$ cat config.mk
export PLATFORM = sky130hd
export DESIGN_NAME = sdl_host_end_flat
export DESIGN_NICKNAME = d
export VERILOG_FILES = /design/src/include/sdl_pkg.sv /design/src/include/sdl_link_if.sv /design/src/design/sdl_host_end.sv /design/src/flat_wrapper.sv
export SDC_FILE = /design/constraint.sdc
export NUM_CORES = 1
export LEC_CHECK = 0
export BUFFER_PORTS_ARGS = -buffer_cell sky130_fd_sc_hd__buf_2
export CAP_MARGIN = 40
export CELL_PAD_IN_SITES_DETAIL_PLACEMENT = 0
export CELL_PAD_IN_SITES_GLOBAL_PLACEMENT = 1
export CORE_MARGIN = 3
export CORE_UTILIZATION = 54
export DETAILED_ROUTE_END_ITERATION = 6
export MAX_ROUTING_LAYER = met4
export PLACE_DENSITY = 0.84
export SLEW_MARGIN = 30
export SYNTH_ARGS = -nofsm -noshare
export SYNTH_HDL_FRONTEND = slang
export SYNTH_SLANG_ARGS = --single-unit
$ cat constraint.sdc
create_clock -name mclk -period 5.68 [get_ports mclk]
set_clock_uncertainty 0.2 [all_clocks]
set_input_delay 1.42 -clock mclk [delete_from_list [all_inputs] [get_ports mclk]]
set_output_delay 1.42 -clock mclk [all_outputs]
set_load 0.005 [all_outputs]
$ cat src/include/sdl_pkg.sv
package sdl_pkg;
    // Word framing
    localparam int WORD_W = 16;
    localparam int BIT_CNT_W = 4;
    localparam logic [BIT_CNT_W-1:0] LAST_BIT = 4'hF;
    // Resolutions and code formats
    localparam int RES_16 = 16;
    localparam int RES_14 = 14;
    localparam int RES_12 = 12;
    localparam logic [WORD_W-1:0] ZERO_CODE = 16'h0000;
    localparam logic [WORD_W-1:0] MID_CODE = 16'h8000;
    // Segmented ladder split
    localparam int SEG_BITS = 4;
    localparam int SEG_CNT = 15;
    localparam int LOW_W = WORD_W - SEG_BITS;
    // Buffer shape
    localparam int FIFO_DEPTH = 4;
    // Timing
    localparam int MCLK_NS = 100;
    localparam int CLR_MIN_NS = 15;
    localparam int CSH_MIN_NS = 10;
    localparam int CLR_CYCLES = (CLR_MIN_NS + MCLK_NS - 1) / MCLK_NS;
    localparam int CSH_CYCLES = (CSH_MIN_NS + MCLK_NS - 1) / MCLK_NS;
    localparam int TCNT_W = 4;

    // Host sequencer states, Gray coded along the frame
    typedef enum logic [2:0] {
        SDL_IDLE = 3'h0,
        SDL_SCLO = 3'h1,
        SDL_SCHI = 3'h3,
        SDL_DONE = 3'h2,
        SDL_GAP = 3'h6
    } sdl_state_e;

    // Power-on and clear code of a variant, left-justified in the word
    function automatic logic [WORD_W-1:0] sdlResetCode(input bit bipolar);
        sdlResetCode = bipolar ? MID_CODE : ZERO_CODE;
    endfunction

    // Thermometer decode of the top bits into equal segment controls
    function automatic logic [SEG_CNT-1:0] sdlThermo(input logic [SEG_BITS-1:0] top);
        logic [SEG_CNT-1:0] t;
        t = '0;
        for (int i = 0; i < SEG_CNT; i++)
        begin
            t[i] = (top > i[SEG_BITS-1:0]);
        end
        sdlThermo = t;
    endfunction
endpackage

$ cat src/include/sdl_link_if.sv
`timescale 1ns/1ps
interface sdl_link_if;
    logic csN;   // Word frame select, active low
    logic sclk;  // Shift clock made by the host
    logic din;   // Serial data, MSB first
    logic clearN; // Asynchronous clear, active low

    modport host (output csN, output sclk, output din, output clearN);
    modport dac (input csN, input sclk, input din, input clearN);
endinterface

$ cat src/design/sdl_host_end.sv
`timescale 1ns/1ps
// Word buffer between the user and the serial sequencer
module sdl_fifo
#(
    parameter int WIDTH = 16,  // Word width
    parameter int DEPTH = 4    // Number of words
)
(
    input wire logic mclk,             // System clock
    input wire logic rst,              // Synchronous reset, active high
    input wire logic inValid,          // Write request
    output logic inReady,              // Room for a word
    input wire logic [WIDTH-1:0] inData, // Write data
    output logic outValid,             // Word available
    input wire logic outReady,         // Read accept
    output logic [WIDTH-1:0] outData   // Head word
);
    localparam int PW = $clog2(DEPTH);
    localparam logic [PW:0] FULL_CNT = DEPTH[PW:0];

    logic [WIDTH-1:0] mem_q [DEPTH];
    logic [PW-1:0] wrPtr_q;
    logic [PW-1:0] rdPtr_q;
    logic [PW:0] count_q;
    wire doWr;
    wire doRd;

    // Honest flags from the word count
    assign inReady = (count_q != FULL_CNT);
    assign outValid = (count_q != '0);
    assign doWr = inValid & inReady;
    assign doRd = outValid & outReady;
    assign outData = mem_q[rdPtr_q];

    always_ff @(posedge mclk)
    begin
        if (doWr)
        begin
            mem_q[wrPtr_q] <= inData;
        end
    end

    // Pointers wrap at the power-of-two depth
    always_ff @(posedge mclk)
    begin
        if (rst)
        begin
            wrPtr_q <= '0;
            rdPtr_q <= '0;
            count_q <= '0;
        end
        else
        begin
            wrPtr_q <= wrPtr_q + PW'(doWr);
            rdPtr_q <= rdPtr_q + PW'(doRd);
            count_q <= count_q + (PW+1)'(doWr) - (PW+1)'(doRd);
        end
    end
endmodule

// Host controller: drains words into serial frames, makes the shift clock
module sdl_host_end
    import sdl_pkg::*;
(
    input wire logic mclk,                // System clock, 10 MHz
    input wire logic rst,                 // Synchronous reset, active high
    input wire logic wordValid,           // User word offered
    output logic wordReady,               // Buffer accepts the word
    input wire logic [WORD_W-1:0] wordData, // Left-justified code
    input wire logic clearReq,            // Pulse or level asking for a clear
    output logic busy,                    // Frame in progress
    sdl_link_if.host link                 // Serial link to the converter
);
    sdl_state_e state_q;
    sdl_state_e state_d;
    logic [WORD_W-1:0] shift_q;
    logic [BIT_CNT_W-1:0] bitCnt_q;
    logic csN_q;
    logic sclk_q;
    logic din_q;
    logic [TCNT_W-1:0] clrCnt_q;
    logic clearN_q;
    logic [TCNT_W-1:0] gapCnt_q;
    wire headValid;
    wire [WORD_W-1:0] headData;
    wire takeWord;
    wire lastBit;

    sdl_fifo #(.WIDTH(WORD_W), .DEPTH(FIFO_DEPTH)) u_fifo (
        .mclk(mclk),
        .rst(rst),
        .inValid(wordValid),
        .inReady(wordReady),
        .inData(wordData),
        .outValid(headValid),
        .outReady(takeWord),
        .outData(headData)
    );

    // Popping only in idle stalls the buffer while a frame runs
    assign takeWord = (state_q == SDL_IDLE) & headValid;
    assign lastBit = (bitCnt_q == LAST_BIT);
    assign busy = (state_q != SDL_IDLE);

    // Each bit spends one cycle low then one high, so the clock is mclk/2
    always_comb
    begin
        state_d = state_q;
        case (state_q)
            SDL_IDLE: state_d = takeWord ? SDL_SCLO : SDL_IDLE;
            SDL_SCLO: state_d = SDL_SCHI;
            SDL_SCHI: state_d = lastBit ? SDL_DONE : SDL_SCLO;
            SDL_DONE: state_d = SDL_GAP;
            SDL_GAP: state_d = (gapCnt_q == '0) ? SDL_IDLE : SDL_GAP;
            default: state_d = SDL_IDLE;
        endcase
    end

    always_ff @(posedge mclk)
    begin
        if (rst)
        begin
            state_q <= SDL_IDLE;
        end
        else
        begin
            state_q <= state_d;
        end
    end

    // Pin drivers; data changes on falling clock for full setup margin
    always_ff @(posedge mclk)
    begin
        if (rst)
        begin
            csN_q <= 1'b1;
            sclk_q <= 1'b0;
            din_q <= 1'b0;
            shift_q <= '0;
            bitCnt_q <= '0;
            gapCnt_q <= '0;
        end
        else
        begin
            case (state_q)
                SDL_IDLE:
                begin
                    if (takeWord)
                    begin
                        csN_q <= 1'b0;
                        din_q <= headData[WORD_W-1];
                        shift_q <= {headData[WORD_W-2:0], 1'b0};
                        bitCnt_q <= '0;
                    end
                end
                SDL_SCLO: sclk_q <= 1'b1;
                SDL_SCHI:
                begin
                    sclk_q <= 1'b0;
                    if (!lastBit)
                    begin
                        din_q <= shift_q[WORD_W-1];
                        shift_q <= {shift_q[WORD_W-2:0], 1'b0};
                        bitCnt_q <= bitCnt_q + 4'h1;
                    end
                end
                SDL_DONE:
                begin
                    csN_q <= 1'b1;
                    gapCnt_q <= TCNT_W'(CSH_CYCLES - 1);
                end
                SDL_GAP: gapCnt_q <= (gapCnt_q == '0) ? gapCnt_q : gapCnt_q - 4'h1;
                default: csN_q <= 1'b1;
            endcase
        end
    end

    // Clear pulse is stretched to its least width; a held request keeps it low
    // The pin comes from a flop, so a counter step cannot glitch the async clear
    always_ff @(posedge mclk)
    begin
        if (rst)
        begin
            clrCnt_q <= '0;
            clearN_q <= 1'b1;
        end
        else if (clearReq)
        begin
            clrCnt_q <= TCNT_W'(CLR_CYCLES);
            clearN_q <= 1'b0;
        end
        else if (clrCnt_q != '0)
        begin
            clrCnt_q <= clrCnt_q - 4'h1;
            clearN_q <= (clrCnt_q == 4'h1);
        end
    end

    assign link.csN = csN_q;
    assign link.sclk = sclk_q;
    assign link.din = din_q;
    assign link.clearN = clearN_q;
endmodule

$ cat src/flat_wrapper.sv
// flat-port wrapper written by rule: the top's interface ports become plain ports
module sdl_host_end_flat import sdl_pkg::*;
  (mclk, rst, wordValid, wordReady, wordData, clearReq, busy, link_csN, link_sclk, link_din, link_clearN);
  sdl_link_if link_i ();
  input wire logic mclk;
  input wire logic rst;
  input wire logic wordValid;
  output logic wordReady;
  input wire logic [WORD_W-1:0] wordData;
  input wire logic clearReq;
  output logic busy;
  output wire logic [$bits(link_i.csN)-1:0] link_csN;
  output wire logic [$bits(link_i.sclk)-1:0] link_sclk;
  output wire logic [$bits(link_i.din)-1:0] link_din;
  output wire logic [$bits(link_i.clearN)-1:0] link_clearN;
  assign link_csN = link_i.csN;
  assign link_sclk = link_i.sclk;
  assign link_din = link_i.din;
  assign link_clearN = link_i.clearN;
  sdl_host_end u_core (.mclk(mclk), .rst(rst), .wordValid(wordValid), .wordReady(wordReady), .wordData(wordData), .clearReq(clearReq), .busy(busy), .link(link_i));
endmodule
Word level (Yosys, flattened, before mapping)
Memories as Yosys holds them, arrays and structs flattened. A register that Yosys moved wholly into a read port is not among the register bits.
Index checks and enable logic that the tools add are counted.
{ "word_totals": {"reg_bits": 42, "mem_bits_rw": 64, "in_bits": 20, "out_inout_bits": 6, "word_cells": 74, "memories": 1} }
{ "op_classes": {"n_addsub": 7, "n_eq_ne": 10, "mux": 25, "bitwise_logic": 4, "reduce_logical": 14} }
{ "memory_table": {"columns": ["memory", "depth", "width", "rd", "rd_clocked_by_memory_dff", "write_ports", "line", "rtl"], "rows": [
  ["u_core.u_fifo.mem_q", 4, 16, 1, 1, 1, "sdl_host_end.sv:21", "logic [WIDTH-1:0] mem_q [DEPTH];"]
]} }
{ "op_table": {"columns": ["op", "n"], "rows": [
  ["$mux W16", 2],
  ["$pmux W16 S2", 1],
  ["$pmux W4 S2", 2],
  ["$pmux W3 S5", 1],
  ["$mux W4", 3],
  ["$mux W1", 10],
  ["$reduce_bool A2 Y1", 4],
  ["$sub A4 B1 Y4 const B", 2],
  ["$eq A3 B2 Y1 const B", 2],
  ["$pmux W1 S2", 3],
  ["$reduce_bool A3 Y1", 2],
  ["$add A2 B1 Y2", 2],
  ["$add A4 B1 Y4 const B", 1],
  ["$eq A4 B1 Y1 const B", 1],
  ["$eq A4 B4 Y1 const B", 1],
  ["$logic_not A4 Y1", 1],
  ["$mux W2", 2],
  ["$ne A2 B2 Y1 const B", 2],
  ["$reduce_and A2 Y1", 2],
  ["$reduce_bool A4 Y1", 1],
  ["$add A3 B1 Y3", 1],
  ["$and A1 B1 Y1", 3],
  ["$eq A3 B1 Y1 const B", 1],
  ["$eq A3 B3 Y1 const B", 1],
  ["9 further kinds", 9]
]} }

Logic depth before layout (Yosys ltp)
{ "depth": {"word_depth": 5, "mapped_depth": 9, "depth_no_buf": 9} }

Hierarchy
From an unflattened synthesis, not the netlist that was laid out.
{ "unflattened": {"hier_cells": 298, "hier_area_um2": 4481.8} }
{ "by_module_without_submodules": {"columns": ["mod", "n_inst", "cells_each", "area_each_um2", "seq_area_each_um2"], "rows": [
  ["sdl_fifo", 1, 119, 2716.4, 2062.0],
  ["sdl_host_end", 1, 179, 1765.4, 680.7]
]} }

Worst setup path after synthesis
OpenSTA, ideal clock, no wires.
{ "synth_timing": {"kind": "in2reg", "from": "input port wordValid", "to": "memory u_core.u_fifo.mem_q[1][0] (enable)", "setup_time_ns": 0.413, "arrival_time_ns": 2.821, "required_time_ns": 5.067, "path_slack_ns": 2.246, "cell_stages": 2, "n_path_buf": 0, "path_cell_list": "nand2_1 -> nor3b_1"} }
{ "synth_between": {"elab_chain_cells": 3} }
{ "synth_rtl": {"columns": ["element", "line", "rtl"], "rows": [
  ["from (decl)", "flat_wrapper.sv:7", "input wire logic wordValid;"],
  ["$and A1 B1 Y1", "sdl_host_end.sv:31", "assign doWr = inValid & inReady;"],
  ["$mux W1", "sdl_host_end.sv:37", "if (doWr)"],
  ["$mux W1 (implied by the code)", "sdl_host_end.sv:39", "mem_q[wrPtr_q] <= inData;"],
  ["to (decl)", "sdl_host_end.sv:21", null]
]} }
No other way between the ends.

Worst setup path after layout
{ "layout_timing": {"from": "register u_core.state_q[0]", "to": "output port busy"} }
{ "layout_between": {"elab_chain_cells": 1} }
{ "layout_rtl": {"columns": ["element", "line", "rtl"], "rows": [
  ["from (decl)", "sdl_host_end.sv:74", "sdl_state_e state_q;"],
  ["from (signal assigned)", "sdl_host_end.sv:127", "state_q <= state_d;"],
  ["$reduce_bool A3 Y1", "sdl_host_end.sv:103", "assign busy = (state_q != SDL_IDLE);"],
  ["to (decl)", "flat_wrapper.sv:11", "output logic busy;"]
]} }
No other way between the ends.

==> impl_metrics.json <==
{
  "tritoncts": "done",
  "global_route_wire_length_before_repair_um": 12610,
  "place.port_buffers": 25,
  "maximum_number_of_pins_on_one_net_before_global_route_repair": 25,
  "timing.critical_path.required_ps": 4060,
  "synth.net_count": 338,
  "worstPathArrival_ps": 1300,
  "detail-route-antenna-nets": 0,
  "yosys_warnings": 0,
  "timing.fmax_ghz": 0.3421,
  "cts_post_setup_buffers_inserted": 0,
  "routed_via_density": 5.677,
  "worst_ir_drop_vdd_v": 0.0002192,
  "yosysSeqAreaShare": 0.6229,
  "clk_root_buffer_cell": "clkbuf_8",
  "pwr_density_cell_nw_per_um2": 453.0,
  "cellLeakagePower_nw": 1.666,
  "synthToLayoutAreaGrowth_pct": 11.14,
  "post-place-cells": 429,
  "unrepaired_setup_endpoints_after_global_routing": "false",
  "timing.setup.critical_path_class": "reg2out",
  "final_design_area_no_fill_um2": 4893,
  "final_weighted_congestion_of_routability_driven_global_placement": 0.6980,
  "fraction_of_final_layout_cells_with_drive_strength_greater_than_1": 0.2820,
  "globalRouteTotalUtil": 0.1889,
  "cts-htree-levels": 3,
  "fp.dieW_um": 96.30,
  "hold_path.startpoint": "u_core.bitCnt_q[1]",
  "reg2reg_depth": 8,
  "cts_buffer_depth": 2,
  "capturing_element_of_the_worst_setup_path": "busy",
  "detailed_place.area_um2": 4705,
  "syn-instance-count": 309,
  "routed-via-count": 2532,
  "max_cap_violations": 0,
  "drt_wl_total_um": 7708,
  "reg2reg_setup_slack_ps": 2950,
  "clock_sinks": 105,
  "worst_slew_margin_rel": 0.5942,
  "std_cell_rows": 32,
  "synth_async_sr_flop_share": 0,
  "timing_worst_slew_pin_value_ps": 608.7,
  "worstPathMaxFanout": 8,
  "avgRoutedWirePerCell_um": 17.28,
  "finalSetupViolCount": 0,
  "critical_register_to_register_path_startpoint": "u_core.state_q[0]",
  "worst_setup_path_startpoint": "u_core.state_q[0]",
  "synthFlopType": "edfxtp_1",
  "period_share": 0.5146,
  "initialDrtViolationCount": 125,
  "antenna_cell_count": 0,
  "hold_viol_final": 0,
  "core_region_area_um2": 7807,
  "yosys_register_bits": 105,
  "post_synth_main_area_contributors": "edfxtp_1 44%, dfxtp_1 19%, mux4_2 8.2%",
  "post_layout_minimum_cycle_time_ps": 2923,
  "summed_negative_setup_slack_over_all_endpoints_ps": 0,
  "clk_latency_ps": 370,
  "design.final.nets": 368,
  "hold_path_class": "reg2reg",
  "cts_resized": 0,
  "fin_cells": 446,
  "dieArea_um2": 9273,
  "grt_antenna_before_repair": 0,
  "first_global_vias": 2534,
  "hpwl_um": 5181,
  "syn_area_um2": 4403,
  "worst_setup_path_start_kind": "flop",
  "synthesis.area_per_instance_um2": 14.25,
  "slew_violations": 0,
  "dieHeight_um": 96.30,
  "route.detailed.drc": 0,
  "yosys-top-cells-count": "64 x edfxtp_1, 41 x dfxtp_1, 33 x nor2_1",
  "synth_most_common_cell": "edfxtp_1",
  "timing.rr.end": "u_core.u_fifo.count_q[2]",
  "outcome": "complete, no violations",
  "overflow": 0,
  "cp-end-kind": "primary output",
  "yosys.area.top_type_share": 0.4365,
  "cts-hold-fix-buffers": 0,
  "worst_setup_hold_path_clk_slew_ps": 100,
  "synth_cell_type_count": 47,
  "number_of_synthesized_flops_with_an_enable_pin": 64,
  "floorplan.initialDensity": 0.5639,
  "finalCoreUtilization": 0.6268,
  "ios": 26,
  "post-synth-top-area-cell": "edfxtp_1",
  "drtPass1Iterations": 4,
  "tritoncts.num_buffers": 9
}
==> kinds of logic after synthesis <==
kind of cell | after synthesis | synth area share
DFF | 105 | 0.6229
AOI/OAI and AO/OA | 50 | 0.1111
muxes | 17 | 0.08412
adders and majority gates | 9 | 0.02728
and+or+nand+nor | 90 | 0.09861
buffers and inverters | 28 | 0.03609
xor gates and xnor gates | 10 | 0.01989
==> registers in the layout (all words and copies together) (netlist names), 2 cells and up <==
register	count
u_core.u_fifo.mem_q	64
u_core.shift_q	15
u_core.bitCnt_q	4
u_core.clrCnt_q	4
u_core.gapCnt_q	4
u_core.state_q	3
u_core.u_fifo.count_q	3
u_core.u_fifo.rdPtr_q	2
u_core.u_fifo.wrPtr_q	2
==> through the flow <==
stage | hold WS (ps) | total power [W] | setup slack, ps
after floorplan | 249.2 | 0.001639 | 2246
after global placement | 259.5 | 0.001739 | 2097
after global routing | 308.5 | 0.002355 | 2648
after detailed placement | 264.8 | 0.001811 | 2427
after CTS | 277.9 | 0.002235 | 2755
final | 275.4 | 0.002217 | 2757
==> layout by cell type (no fill, tap or decap), types with 3 or more instances in the layout <==
master / instances
edfxtp_1: 64
dfxtp_1: 41
nor2_1: 33
buf_2: 25
nand2_1: 23
mux4_2: 16
o32ai_2: 14
a21oi_1: 11
inv_1: 10
xnor2_1: 9
a21oi_2: 9
clkbuf_8: 9
ha_1: 8
nor3_1: 7
buf_6: 7
nand3_1: 4
nor2b_1: 4
a22oi_1: 3
==> final cells by class <==
type	instances	area, um^2
clock buffer	11	131.4
clock inverter	5	46.29
fill	622	2914
inverter	11	41.29
multi-input combinational	176	1535
sequential	105	2743
tap	102	127.6
timing repair buffer	36	269.0
==> critical path, stage by stage (launching register included) <==
cell     delay [ps]
dfxtp_1         400
nor3_2          350
inv_1            70
buf_2           130
==> worst min-delay path by stage <==
stage / end / slack [ps] / cells after the start
floorplan: u_core.bitCnt_q[1] / 250 / 2
global placement: u_core.bitCnt_q[1] / 260 / 2
detailed placement: u_core.bitCnt_q[1] / 260 / 2
CTS: u_core.bitCnt_q[1] / 280 / 2
global route: u_core.bitCnt_q[1] / 310 / 2
finish: u_core.bitCnt_q[1] / 280 / 2
==> layer usage <==
metal  up-vias  GRT usage  share of wire
met2        52     0.3094           0.52
met3         6    0.03987          0.045
met1      1258     0.2416           0.43
li1       1216          -              -
met4         0    0.04907         0.0066
met5         -          -              0
==> report_power, final <==
group	internal, W	total, W	switching (W)
Clock	0.000168	0.000426	0.000258
Combinational	0.000354	0.000755	0.000401
Sequential	0.000948	0.00104	0.0000878
Total	0.00147	0.00222	0.000747
Note: power is estimated with default switching activity, not from simulation.
